**config.mk**
```make
export PLATFORM = sky130hd
export DESIGN_NAME = adccs_seq
export DESIGN_NICKNAME = d
export VERILOG_FILES = /design/src/inc/adccs_pkg.sv /design/src/logic/adccs_seq.sv
export SDC_FILE = /design/constraint.sdc
export NUM_CORES = 1
export LEC_CHECK = 0
export BUFFER_PORTS_ARGS = -buffer_cell sky130_fd_sc_hd__buf_2
export CORE_ASPECT_RATIO = 0.75
export CORE_MARGIN = 4
export CORE_UTILIZATION = 50
export CTS_BUF_LIST = sky130_fd_sc_hd__clkbuf_2 sky130_fd_sc_hd__clkbuf_4 sky130_fd_sc_hd__clkbuf_8
export DETAILED_ROUTE_END_ITERATION = 16
export PLACE_DENSITY = 0.7
export SETUP_SLACK_MARGIN = 0.05
export SYNTH_ARGS = -nofsm -noshare
export SYNTH_HDL_FRONTEND = slang
export SYNTH_SLANG_ARGS = --single-unit
```
**constraint.sdc**
```tcl
create_clock -name clk_i -period 8.85 [get_ports clk_i]
set_input_delay 0.885 -clock clk_i [delete_from_list [all_inputs] [get_ports clk_i]]
set_output_delay 0.885 -clock clk_i [all_outputs]
set_load 0.02 [all_outputs]
```
**src/inc/adccs_pkg.sv**
```systemverilog
// Purpose: Shared constants and types for the conversion and chop sequencer.
// Assumes: One modulator tick per master clock rising edge.
// Notes: Command words are 16 bits; timing counts are in modulator ticks unless named otherwise.
package adccs_pkg;
   localparam int NUM_CH = 3;
   localparam int CH_W = 24;
   localparam int RES_W = NUM_CH * CH_W;
   // Oversampling ratio is 128 shifted left by the three-bit code.
   localparam logic [15:0] OSR_BASE = 16'h0080;
   // Fixed overhead ahead of the first chopped conversion after a restart (44 ticks).
   localparam logic [17:0] GC_OVERHEAD_TICKS = 18'h0_002C;
   localparam logic [17:0] ONE_TICK = 18'h0_0001;
   // Pin reset threshold, in master clock periods.
   localparam logic [15:0] RESET_LOW_MIN_MCLK = 16'h0800;
   localparam logic [15:0] CMD_STANDBY = 16'h0022;
   localparam logic [15:0] CMD_RESUME = 16'h0033;
   localparam logic [4:0] CMD_LAST_BIT = 5'h0F;
   localparam logic [4:0] CMD_BITS = 5'h10;
   // Response word bit positions.
   localparam int RESP_STBY_BIT = 15;
   localparam int RESP_CHOP_BIT = 14;
   localparam int RESP_POL_BIT = 13;
   localparam int RESP_NEW_BIT = 12;
   localparam logic [1:0] BIAS_OFF = 2'h0;
   localparam logic [1:0] BIAS_LOW = 2'h1;
   localparam logic [1:0] BIAS_FULL = 2'h2;
   localparam int LEVEL_SEL_HIRES_BIT = 1;
   localparam logic [2:0] CH_ALL_ON = 3'h7;

   typedef enum logic [2:0] {ST_CONT, ST_OVH, ST_DLY, ST_SMP, ST_STBY} adccs_state_t;

   typedef struct packed {
      logic mclk_s1, mclk_s2, mclk_d;
      logic sync_s1, sync_s2, sync_d;
      logic sclk_s1, sclk_s2, sclk_d;
      logic cs_s1, cs_s2;
      logic din_s1, din_s2;
      adccs_state_t st;
      logic [17:0] cnt;
      logic [2:0] osr_q;
      logic chop_q;
      logic pol, have_prev, filt_rst;
      logic [RES_W-1:0] prev, result;
      logic res_evt, ready_n, ready_pend;
      logic [15:0] sync_cnt;
      logic sync_fired, dev_rst, standby;
      logic [15:0] cmd;
      logic [4:0] bits;
      logic cmd_pulse;
      logic [15:0] tx;
      logic dout, dout_oe_n;
      logic phase_act, dc_act;
      logic [1:0] bias;
      logic [2:0] ch_en;
      logic ref_on;
   } adccs_reg_t;

   localparam adccs_reg_t RST_STATE = '{st: ST_CONT, ready_n: 1'b1, dout_oe_n: 1'b1,
      cs_s1: 1'b1, cs_s2: 1'b1, sync_s1: 1'b1, sync_s2: 1'b1, sync_d: 1'b1,
      default: '0};
endpackage

```
**src/logic/adccs_seq.sv**
```systemverilog
// Purpose: Conversion timing, chop sequencing, standby and serial command decode.
// Assumes: All pins are asynchronous to clk_i and pass two flip-flops first.
// Notes: Raw results are same-domain inputs valid when an internal conversion ends.
`timescale 1ns/100ps
module adccs_seq
   import adccs_pkg::*;
#(
   parameter logic [15:0] RESET_LOW_MIN = adccs_pkg::RESET_LOW_MIN_MCLK
)
(
   input wire logic clk_i, // System clock, 100 MHz.
   input wire logic sys_rst_i, // Asynchronous reset, active high.
   input wire logic master_clock_in_i, // Master clock pin; rising edges give modulator ticks.
   input wire logic sync_reset_n_i, // Sync/reset pin, active low.
   input wire logic sclk_i, // Serial clock pin.
   input wire logic cs_n_i, // Chip select pin, active low.
   input wire logic din_i, // Serial data in.
   input wire logic chop_enable_i, // Chop mode enable.
   input wire logic [3:0] chop_settle_delay_i, // Chop delay code.
   input wire logic [2:0] osr_code_i, // Oversampling ratio code.
   input wire logic [1:0] power_level_select_i, // Power mode field.
   input wire logic phase_cal_enable_i, // Requested phase calibration.
   input wire logic dc_test_select_i, // Requested DC test input.
   input wire logic [adccs_pkg::RES_W-1:0] raw_result_i, // Raw internal results.
   output logic [adccs_pkg::RES_W-1:0] result_o, // Published results.
   output logic result_ready_n_o, // Data ready, active low.
   output logic polarity_o, // Input polarity, high when reversed.
   output logic filter_reset_o, // Digital filter reset pulse.
   output logic phase_cal_active_o, // Effective phase calibration.
   output logic dc_test_active_o, // Effective DC test selection.
   output logic [1:0] bias_level_o, // Internal bias level.
   output logic [2:0] channels_enabled_o, // Channel enables.
   output logic reference_on_o, // Reference power.
   output logic standby_o, // Standby state.
   output logic device_reset_o, // Pin reset pulse.
   output logic dout_o, // Serial data out.
   output logic dout_oe_n_o // Serial data out enable, low drives.
);
   adccs_reg_t r, n;
   logic [RES_W-1:0] corr_w, avg_w;
   logic [15:0] osr_w;
   logic [17:0] osr3_w, dly_w;
   logic tick, sync_fall, sync_rise, sclk_rise, sclk_fall, restart, realign;

   assign osr_w = OSR_BASE << r.osr_q;
   assign osr3_w = {2'b00, osr_w} + {1'b0, osr_w, 1'b0};
   assign dly_w = ONE_TICK << ({1'b0, chop_settle_delay_i} + 5'h01);

   // Negating the reversed-polarity sample lets a plain mean cancel the offset.
   for (genvar g = 0; g < NUM_CH; g++)
   begin : g_ch
      logic [CH_W-1:0] raw, prv;
      logic [CH_W:0] sum;
      assign raw = raw_result_i[g*CH_W +: CH_W];
      assign prv = r.prev[g*CH_W +: CH_W];
      assign corr_w[g*CH_W +: CH_W] = r.pol ? (~raw + 24'h00_0001) : raw;
      assign sum = {corr_w[g*CH_W+CH_W-1], corr_w[g*CH_W +: CH_W]} + {prv[CH_W-1], prv};
      assign avg_w[g*CH_W +: CH_W] = sum[CH_W:1];
   end

   always_comb
   begin
      n = r;
      n.mclk_s1 = master_clock_in_i;
      n.mclk_s2 = r.mclk_s1;
      n.mclk_d = r.mclk_s2;
      n.sync_s1 = sync_reset_n_i;
      n.sync_s2 = r.sync_s1;
      n.sync_d = r.sync_s2;
      n.sclk_s1 = sclk_i;
      n.sclk_s2 = r.sclk_s1;
      n.sclk_d = r.sclk_s2;
      n.cs_s1 = cs_n_i;
      n.cs_s2 = r.cs_s1;
      n.din_s1 = din_i;
      n.din_s2 = r.din_s1;
      n.osr_q = osr_code_i;
      n.chop_q = chop_enable_i;
      n.res_evt = 1'b0;
      n.filt_rst = 1'b0;
      n.cmd_pulse = 1'b0;
      n.dev_rst = 1'b0;
      tick = r.mclk_s2 & ~r.mclk_d;
      sync_fall = ~r.sync_s2 & r.sync_d;
      sync_rise = r.sync_s2 & ~r.sync_d;
      sclk_rise = r.sclk_s2 & ~r.sclk_d;
      sclk_fall = ~r.sclk_s2 & r.sclk_d;

      // Except under a pin reset, a falling edge is produced even if ready is still low.
      if (r.ready_pend)
      begin
         n.ready_n = 1'b0;
         n.ready_pend = 1'b0;
      end
      if (r.res_evt)
      begin
         n.ready_n = 1'b1;
         n.ready_pend = 1'b1;
      end

      case (r.st)
         ST_CONT:
            if (tick)
            begin
               if (r.cnt == {2'b00, osr_w} - ONE_TICK)
               begin
                  n.cnt = '0;
                  n.result = raw_result_i;
                  n.res_evt = 1'b1;
               end
               else
                  n.cnt = r.cnt + ONE_TICK;
            end
         ST_OVH:
            if (tick)
            begin
               if (r.cnt == GC_OVERHEAD_TICKS - ONE_TICK)
               begin
                  n.cnt = '0;
                  n.st = ST_DLY;
               end
               else
                  n.cnt = r.cnt + ONE_TICK;
            end
         ST_DLY:
            if (tick)
            begin
               if (r.cnt == dly_w - ONE_TICK)
               begin
                  n.cnt = '0;
                  n.st = ST_SMP;
               end
               else
                  n.cnt = r.cnt + ONE_TICK;
            end
         ST_SMP:
            if (tick)
            begin
               if (r.cnt == osr3_w - ONE_TICK)
               begin
                  n.cnt = '0;
                  n.st = ST_DLY;
                  n.prev = corr_w;
                  n.have_prev = 1'b1;
                  n.pol = ~r.pol;
                  n.filt_rst = 1'b1;
                  if (r.have_prev)
                  begin
                     n.result = avg_w;
                     n.res_evt = 1'b1;
                  end
               end
               else
                  n.cnt = r.cnt + ONE_TICK;
            end
         ST_STBY:
            n.cnt = '0;
         default:
            n.st = ST_CONT;
      endcase

      // Sync pin: length of the low phase is measured in master clock periods.
      if (sync_fall)
      begin
         n.sync_cnt = '0;
         n.sync_fired = 1'b0;
      end
      else if (~r.sync_s2 && tick && r.sync_cnt != 16'hFFFF)
         n.sync_cnt = r.sync_cnt + 16'h0001;
      realign = sync_rise && !r.sync_fired && r.sync_cnt != 16'h0000 && !chop_enable_i;
      // A ratio change restarts in both modes, so the count never overruns a smaller ratio.
      restart = (chop_enable_i && sync_fall) || (r.osr_q != osr_code_i)
         || (chop_enable_i != r.chop_q) || realign;
      if (restart && !r.standby)
      begin
         n.cnt = '0;
         n.pol = 1'b0;
         n.have_prev = 1'b0;
         n.filt_rst = 1'b1;
         n.st = chop_enable_i ? ST_OVH : ST_CONT;
      end

      // Serial link: bit count and data out are held cleared, and the response word reloaded, while chip select is high.
      n.tx = '0;
      n.tx[RESP_STBY_BIT] = r.standby;
      n.tx[RESP_CHOP_BIT] = r.chop_q;
      n.tx[RESP_POL_BIT] = r.pol;
      n.tx[RESP_NEW_BIT] = ~r.ready_n;
      if (r.cs_s2)
      begin
         n.bits = '0;
         n.dout = 1'b0;
         n.dout_oe_n = 1'b1;
      end
      else
      begin
         n.tx = r.tx;
         n.dout_oe_n = 1'b0;
         if (sclk_rise)
         begin
            n.dout = r.tx[15];
            n.tx = {r.tx[14:0], 1'b0};
         end
         if (sclk_fall && r.bits != CMD_BITS)
         begin
            n.cmd = {r.cmd[14:0], r.din_s2};
            n.bits = r.bits + 5'h01;
            n.cmd_pulse = (r.bits == CMD_LAST_BIT);
         end
      end
      if (r.cmd_pulse && r.cmd == CMD_STANDBY)
      begin
         n.standby = 1'b1;
         n.st = ST_STBY;
      end
      else if (r.cmd_pulse && r.cmd == CMD_RESUME && r.standby)
      begin
         n.standby = 1'b0;
         n.cnt = '0;
         n.pol = 1'b0;
         n.have_prev = 1'b0;
         n.filt_rst = 1'b1;
         n.st = chop_enable_i ? ST_OVH : ST_CONT;
      end

      // Pin reset fires while the pin is still low, once per low phase.
      if (~r.sync_s2 && r.sync_cnt >= RESET_LOW_MIN && !r.sync_fired)
      begin
         n.sync_fired = 1'b1;
         n.dev_rst = 1'b1;
         n.standby = 1'b0;
         n.st = ST_CONT;
         n.cnt = '0;
         n.pol = 1'b0;
         n.have_prev = 1'b0;
         n.filt_rst = 1'b1;
         n.ready_n = 1'b1;
         n.ready_pend = 1'b0;
         n.res_evt = 1'b0;
      end

      n.phase_act = phase_cal_enable_i & ~chop_enable_i;
      n.dc_act = dc_test_select_i & ~chop_enable_i;
      if (n.standby)
         n.bias = BIAS_OFF;
      else
         n.bias = power_level_select_i[LEVEL_SEL_HIRES_BIT] ? BIAS_FULL : BIAS_LOW;
      n.ch_en = n.standby ? 3'h0 : CH_ALL_ON;
      n.ref_on = ~n.standby;
   end

   always_ff @(posedge clk_i or posedge sys_rst_i)
   begin
      if (sys_rst_i)
         r <= RST_STATE;
      else
         r <= n;
   end

   assign result_o = r.result;
   assign result_ready_n_o = r.ready_n;
   assign polarity_o = r.pol;
   assign filter_reset_o = r.filt_rst;
   assign phase_cal_active_o = r.phase_act;
   assign dc_test_active_o = r.dc_act;
   assign bias_level_o = r.bias;
   assign channels_enabled_o = r.ch_en;
   assign reference_on_o = r.ref_on;
   assign standby_o = r.standby;
   assign device_reset_o = r.dev_rst;
   assign dout_o = r.dout;
   assign dout_oe_n_o = r.dout_oe_n;
endmodule

```
==> insert_results.sql <==
INSERT INTO impl_metrics (metric_group, metric, value, unit) VALUES
('power_and_ir_drop', 'power.leakage', '0.00799', 'uW'),
('routing', 'totalWireLength', '42500', 'um'),
('power_and_ir_drop', 'maximum_vdd_drop', '0.000115', 'V'),
('grt', 'first_global_vias', '13400', ''),
('grt', 'wire_length_of_the_first_global_routing_pass', '70000', 'um'),
('synthesis', 'synthDominantCellAreaShare', '35.1', '%'),
('cts', 'clock_buffer_depth', '3', ''),
('synthesis', 'seq_area_frac_synth', '36.2', '%'),
('routing', 'dr_total_vias', '14000', ''),
('synthesis', 'post-synth-top-area-cell', 'sky130_fd_sc_hd__dfrtp_1', ''),
('synthesis', 'most_frequently_used_flop_master_after_synthesis', 'sky130_fd_sc_hd__dfrtp_1', ''),
('setup_path', 'rr_endpoint', 'result_o[22]', ''),
('die', 'initial_core_util', '51.0', '%'),
('synthesis', 'ys_types', '76', ''),
('setup_path', 'path_class', 'reg2reg', ''),
('setup_path', 'critical_path_arrival', '5.65', 'ns'),
('cts', 'cts.hold.buffers_added', '0', ''),
('routing', 'routedWlPerCell', '17.9', 'um'),
('grt', 'grt.overflow.total', '0', ''),
('cts', 'cts_sinks', '240', ''),
('sta', 'hold_viol', '0', ''),
('synthesis', 'synth-warning-count', '0', ''),
('power_and_ir_drop', 'p_per_area', '155', 'nW/um2'),
('routing', 'vias_per_cell', '5.91', ''),
('synthesis', 'post_synth_inst_count', '1812', ''),
('routing', 'drc_errors', '0', ''),
('cts', 'cts_tree', 'yes', ''),
('setup_path', 'worst-path-max-fanout', '45', ''),
('sta', 'finalSetupViolations', '0', ''),
('power_and_ir_drop', 'power', '2830', 'uW'),
('sta', 'timing_max_transition_violations_final', '0', ''),
('final_layout', 'multi_input_comb_area', '9520', 'um2'),
('placement', 'gp_congestion', '0.906', ''),
('routing', 'number_of_detailed_routing_iterations_run_before_antenna_repair', '5', ''),
('setup_path', 'worst-endpoint-required', '9.34', 'ns'),
('synthesis', 'dominant_cells_by_area_after_synthesis', 'sky130_fd_sc_hd__dfrtp_1, sky130_fd_sc_hd__ha_1, sky130_fd_sc_hd__xnor2_1', ''),
('die', 'core_area', '32600', 'um2'),
('synthesis', 'synth-seq-cells', '240', ''),
('setup_path', 'worstSetupEndpointType', 'flop', ''),
('sta', 'min_period_over_period', '58.3', '%'),
('cts', 'number_of_buffers_added_by_the_clock_tree_synthesis_step', '42', ''),
('sta', 'clock-skew-final', '0.0344', 'ns'),
('synthesis', 'yosys.cell_count.top_type', 'sky130_fd_sc_hd__dfrtp_1', ''),
('hold_path', 'worst_hold_path.num_cells', '0', ''),
('grt', 'grt_max_degree', '110', ''),
('final_layout', 'area_growth_syn_to_layout', '9.76', '%'),
('die', 'fp.dieW', '219', 'um'),
('final_layout', 'layout-drive-gt1-share', '20.3', '%'),
('grt', 'groute.usage.overall', '23.1', '%'),
('synthesis', 'syn_area', '16600', 'um2'),
('die', 'core.rowCount', '57', ''),
('hold_path', 'worstHoldEndpoint', 'r[242]', ''),
('sta', 'worst-slew-pin-transition', '1.15', 'ns'),
('synthesis', 'synthesis.nets', '2000', ''),
('sta', 'timing.setup.tns', '0', 'ns'),
('synthesis', 'synth-edff-count', '0', ''),
('final_layout', 'fin_util', '56.0', '%'),
('routing', 'drt_first_iter_violations', '1387', ''),
('synthesis', 'synth.cells.most_frequent', 'sky130_fd_sc_hd__dfrtp_1, sky130_fd_sc_hd__nand2_1, sky130_fd_sc_hd__xnor2_1', ''),
('cts', 'ctsRootBufferMaster', 'sky130_fd_sc_hd__clkbuf_8', ''),
('run_status', 'outcome', 'finished clean', ''),
('die', 'height_of_the_chip', '166', 'um'),
('setup_path', 'critPathLaunchType', 'flop', ''),
('cts', 'clk_transition_reported_paths', '0.06', 'ns'),
('placement', 'hpwl', '30000', 'um'),
('hold_path', 'timing.hold.worst.start', 'n[242]', ''),
('cts', 'cts_max_level', '2', ''),
('sta', 'clock.fmax', '194', 'MHz'),
('routing', 'antenna_violating_nets_post_route', '0', ''),
('hold_path', 'timing.hold.worst.class', 'reg2reg', ''),
('job', 'max_cap_violations', '0', '');
## through the flow
step	cells	setup slack [ns]	cell area [um2]
after floorplan	1812	1.39	16600
after global placement	2286	3.70	17300
after detailed placement	2286	3.62	17300
after CTS	2363	3.75	18200
after global routing	2366	3.26	18200
final	2366	3.69	18200
## registers in the layout, indices dropped and copies added, names as in the netlist
| register | flops |
|---|---|
| standby_o | 1 |
| phase_cal_active_o | 1 |
| r | 76 |
| dc_test_active_o | 1 |
| channels_enabled_o | 1 |
| dout_o | 1 |
| filter_reset_o | 1 |
| dout_oe_n_o | 1 |
| result_ready_n_o | 1 |
| device_reset_o | 1 |
| bias_level_o | 2 |
| polarity_o | 1 |
| g_ch.prv | 72 |
| result_o | 72 |
| n | 8 |
## layout by cell type (no fill, tap or decap), drive strengths merged, types with 38 or more instances in the layout
cell type / n
ha: 94
a21oi: 102
xor2: 42
mux2: 82
xnor2: 120
a22oi: 56
nor2: 89
inv: 67
dfrtp: 233
clkbuf: 63
buf: 186
nand2: 180
nand3: 38
o21ai: 114
## worst max-delay path by stage
stage	slack, ns	end	from
final	3.69	result_o[22]	r[219]
after global routing	3.26	result_o[22]	r[219]
after global placement	3.70	result_o[70]	raw_result_i[53]
after CTS	3.75	result_o[22]	r[219]
after floorplan	1.39	bias_level_o[0]	sys_rst_i
after detailed placement	3.62	result_o[70]	raw_result_i[53]
## logic make-up (layout without fill, tap and decap cells)
kind of cell | count (synthesis) | after routing | synth area share [%]
fa+ha+maj | 97 | 97 | 7.44
mux | 91 | 91 | 6.10
compound gates | 484 | 484 | 19.1
other cells | 1 | 4 | 0.0226
buf+inv | 219 | 328 | 6.75
simple gates | 516 | 516 | 15.6
xor+xnor | 164 | 164 | 8.81
flops | 240 | 240 | 36.2
## per-layer routing
layer	track usage, %	wire [um]	vias up
li1	-	-	6681
met1	35.2	20700	6798
met2	34.2	18400	433
met3	3.48	2530	58
met4	6.18	805	4
met5	0	24	-
## final cells by class
cell class                      instances  share of cell area, %
Antenna cell                            3                 0.0411
Clock buffer                           63                   4.55
Clock inverter                         14                  0.624
Inverter                               65                   1.38
Multi-Input combinational cell       1353                   52.2
Sequential cell                       240                   33.0
Tap cell                              442                   3.03
Timing Repair Buffer                  186                   5.24
## where the power goes
part | switching [uW] | internal [uW]
combinational | 301 | 217
clock | 495 | 636
sequential | 34.5 | 1150
total | 831 | 2000
## worst max-delay path, stage by stage, from the launching register on
cell	delay [ns]
sky130_fd_sc_hd__dfrtp_1	0.59
sky130_fd_sc_hd__or3b_2	0.55
sky130_fd_sc_hd__ha_1	0.30
sky130_fd_sc_hd__inv_1	0.04
sky130_fd_sc_hd__ha_1	0.31
sky130_fd_sc_hd__a21oi_1	0.19
sky130_fd_sc_hd__o21ai_0	0.15
sky130_fd_sc_hd__a2111oi_0	0.44
sky130_fd_sc_hd__nor3_1	0.12
sky130_fd_sc_hd__xnor2_1	0.57
sky130_fd_sc_hd__nor3_4	0.09
sky130_fd_sc_hd__buf_4	0.32
sky130_fd_sc_hd__nor2_4	0.52
sky130_fd_sc_hd__buf_4	0.55
sky130_fd_sc_hd__a21o_1	0.20
sky130_fd_sc_hd__a311o_1	0.11
(Power assumes the default switching activity.)
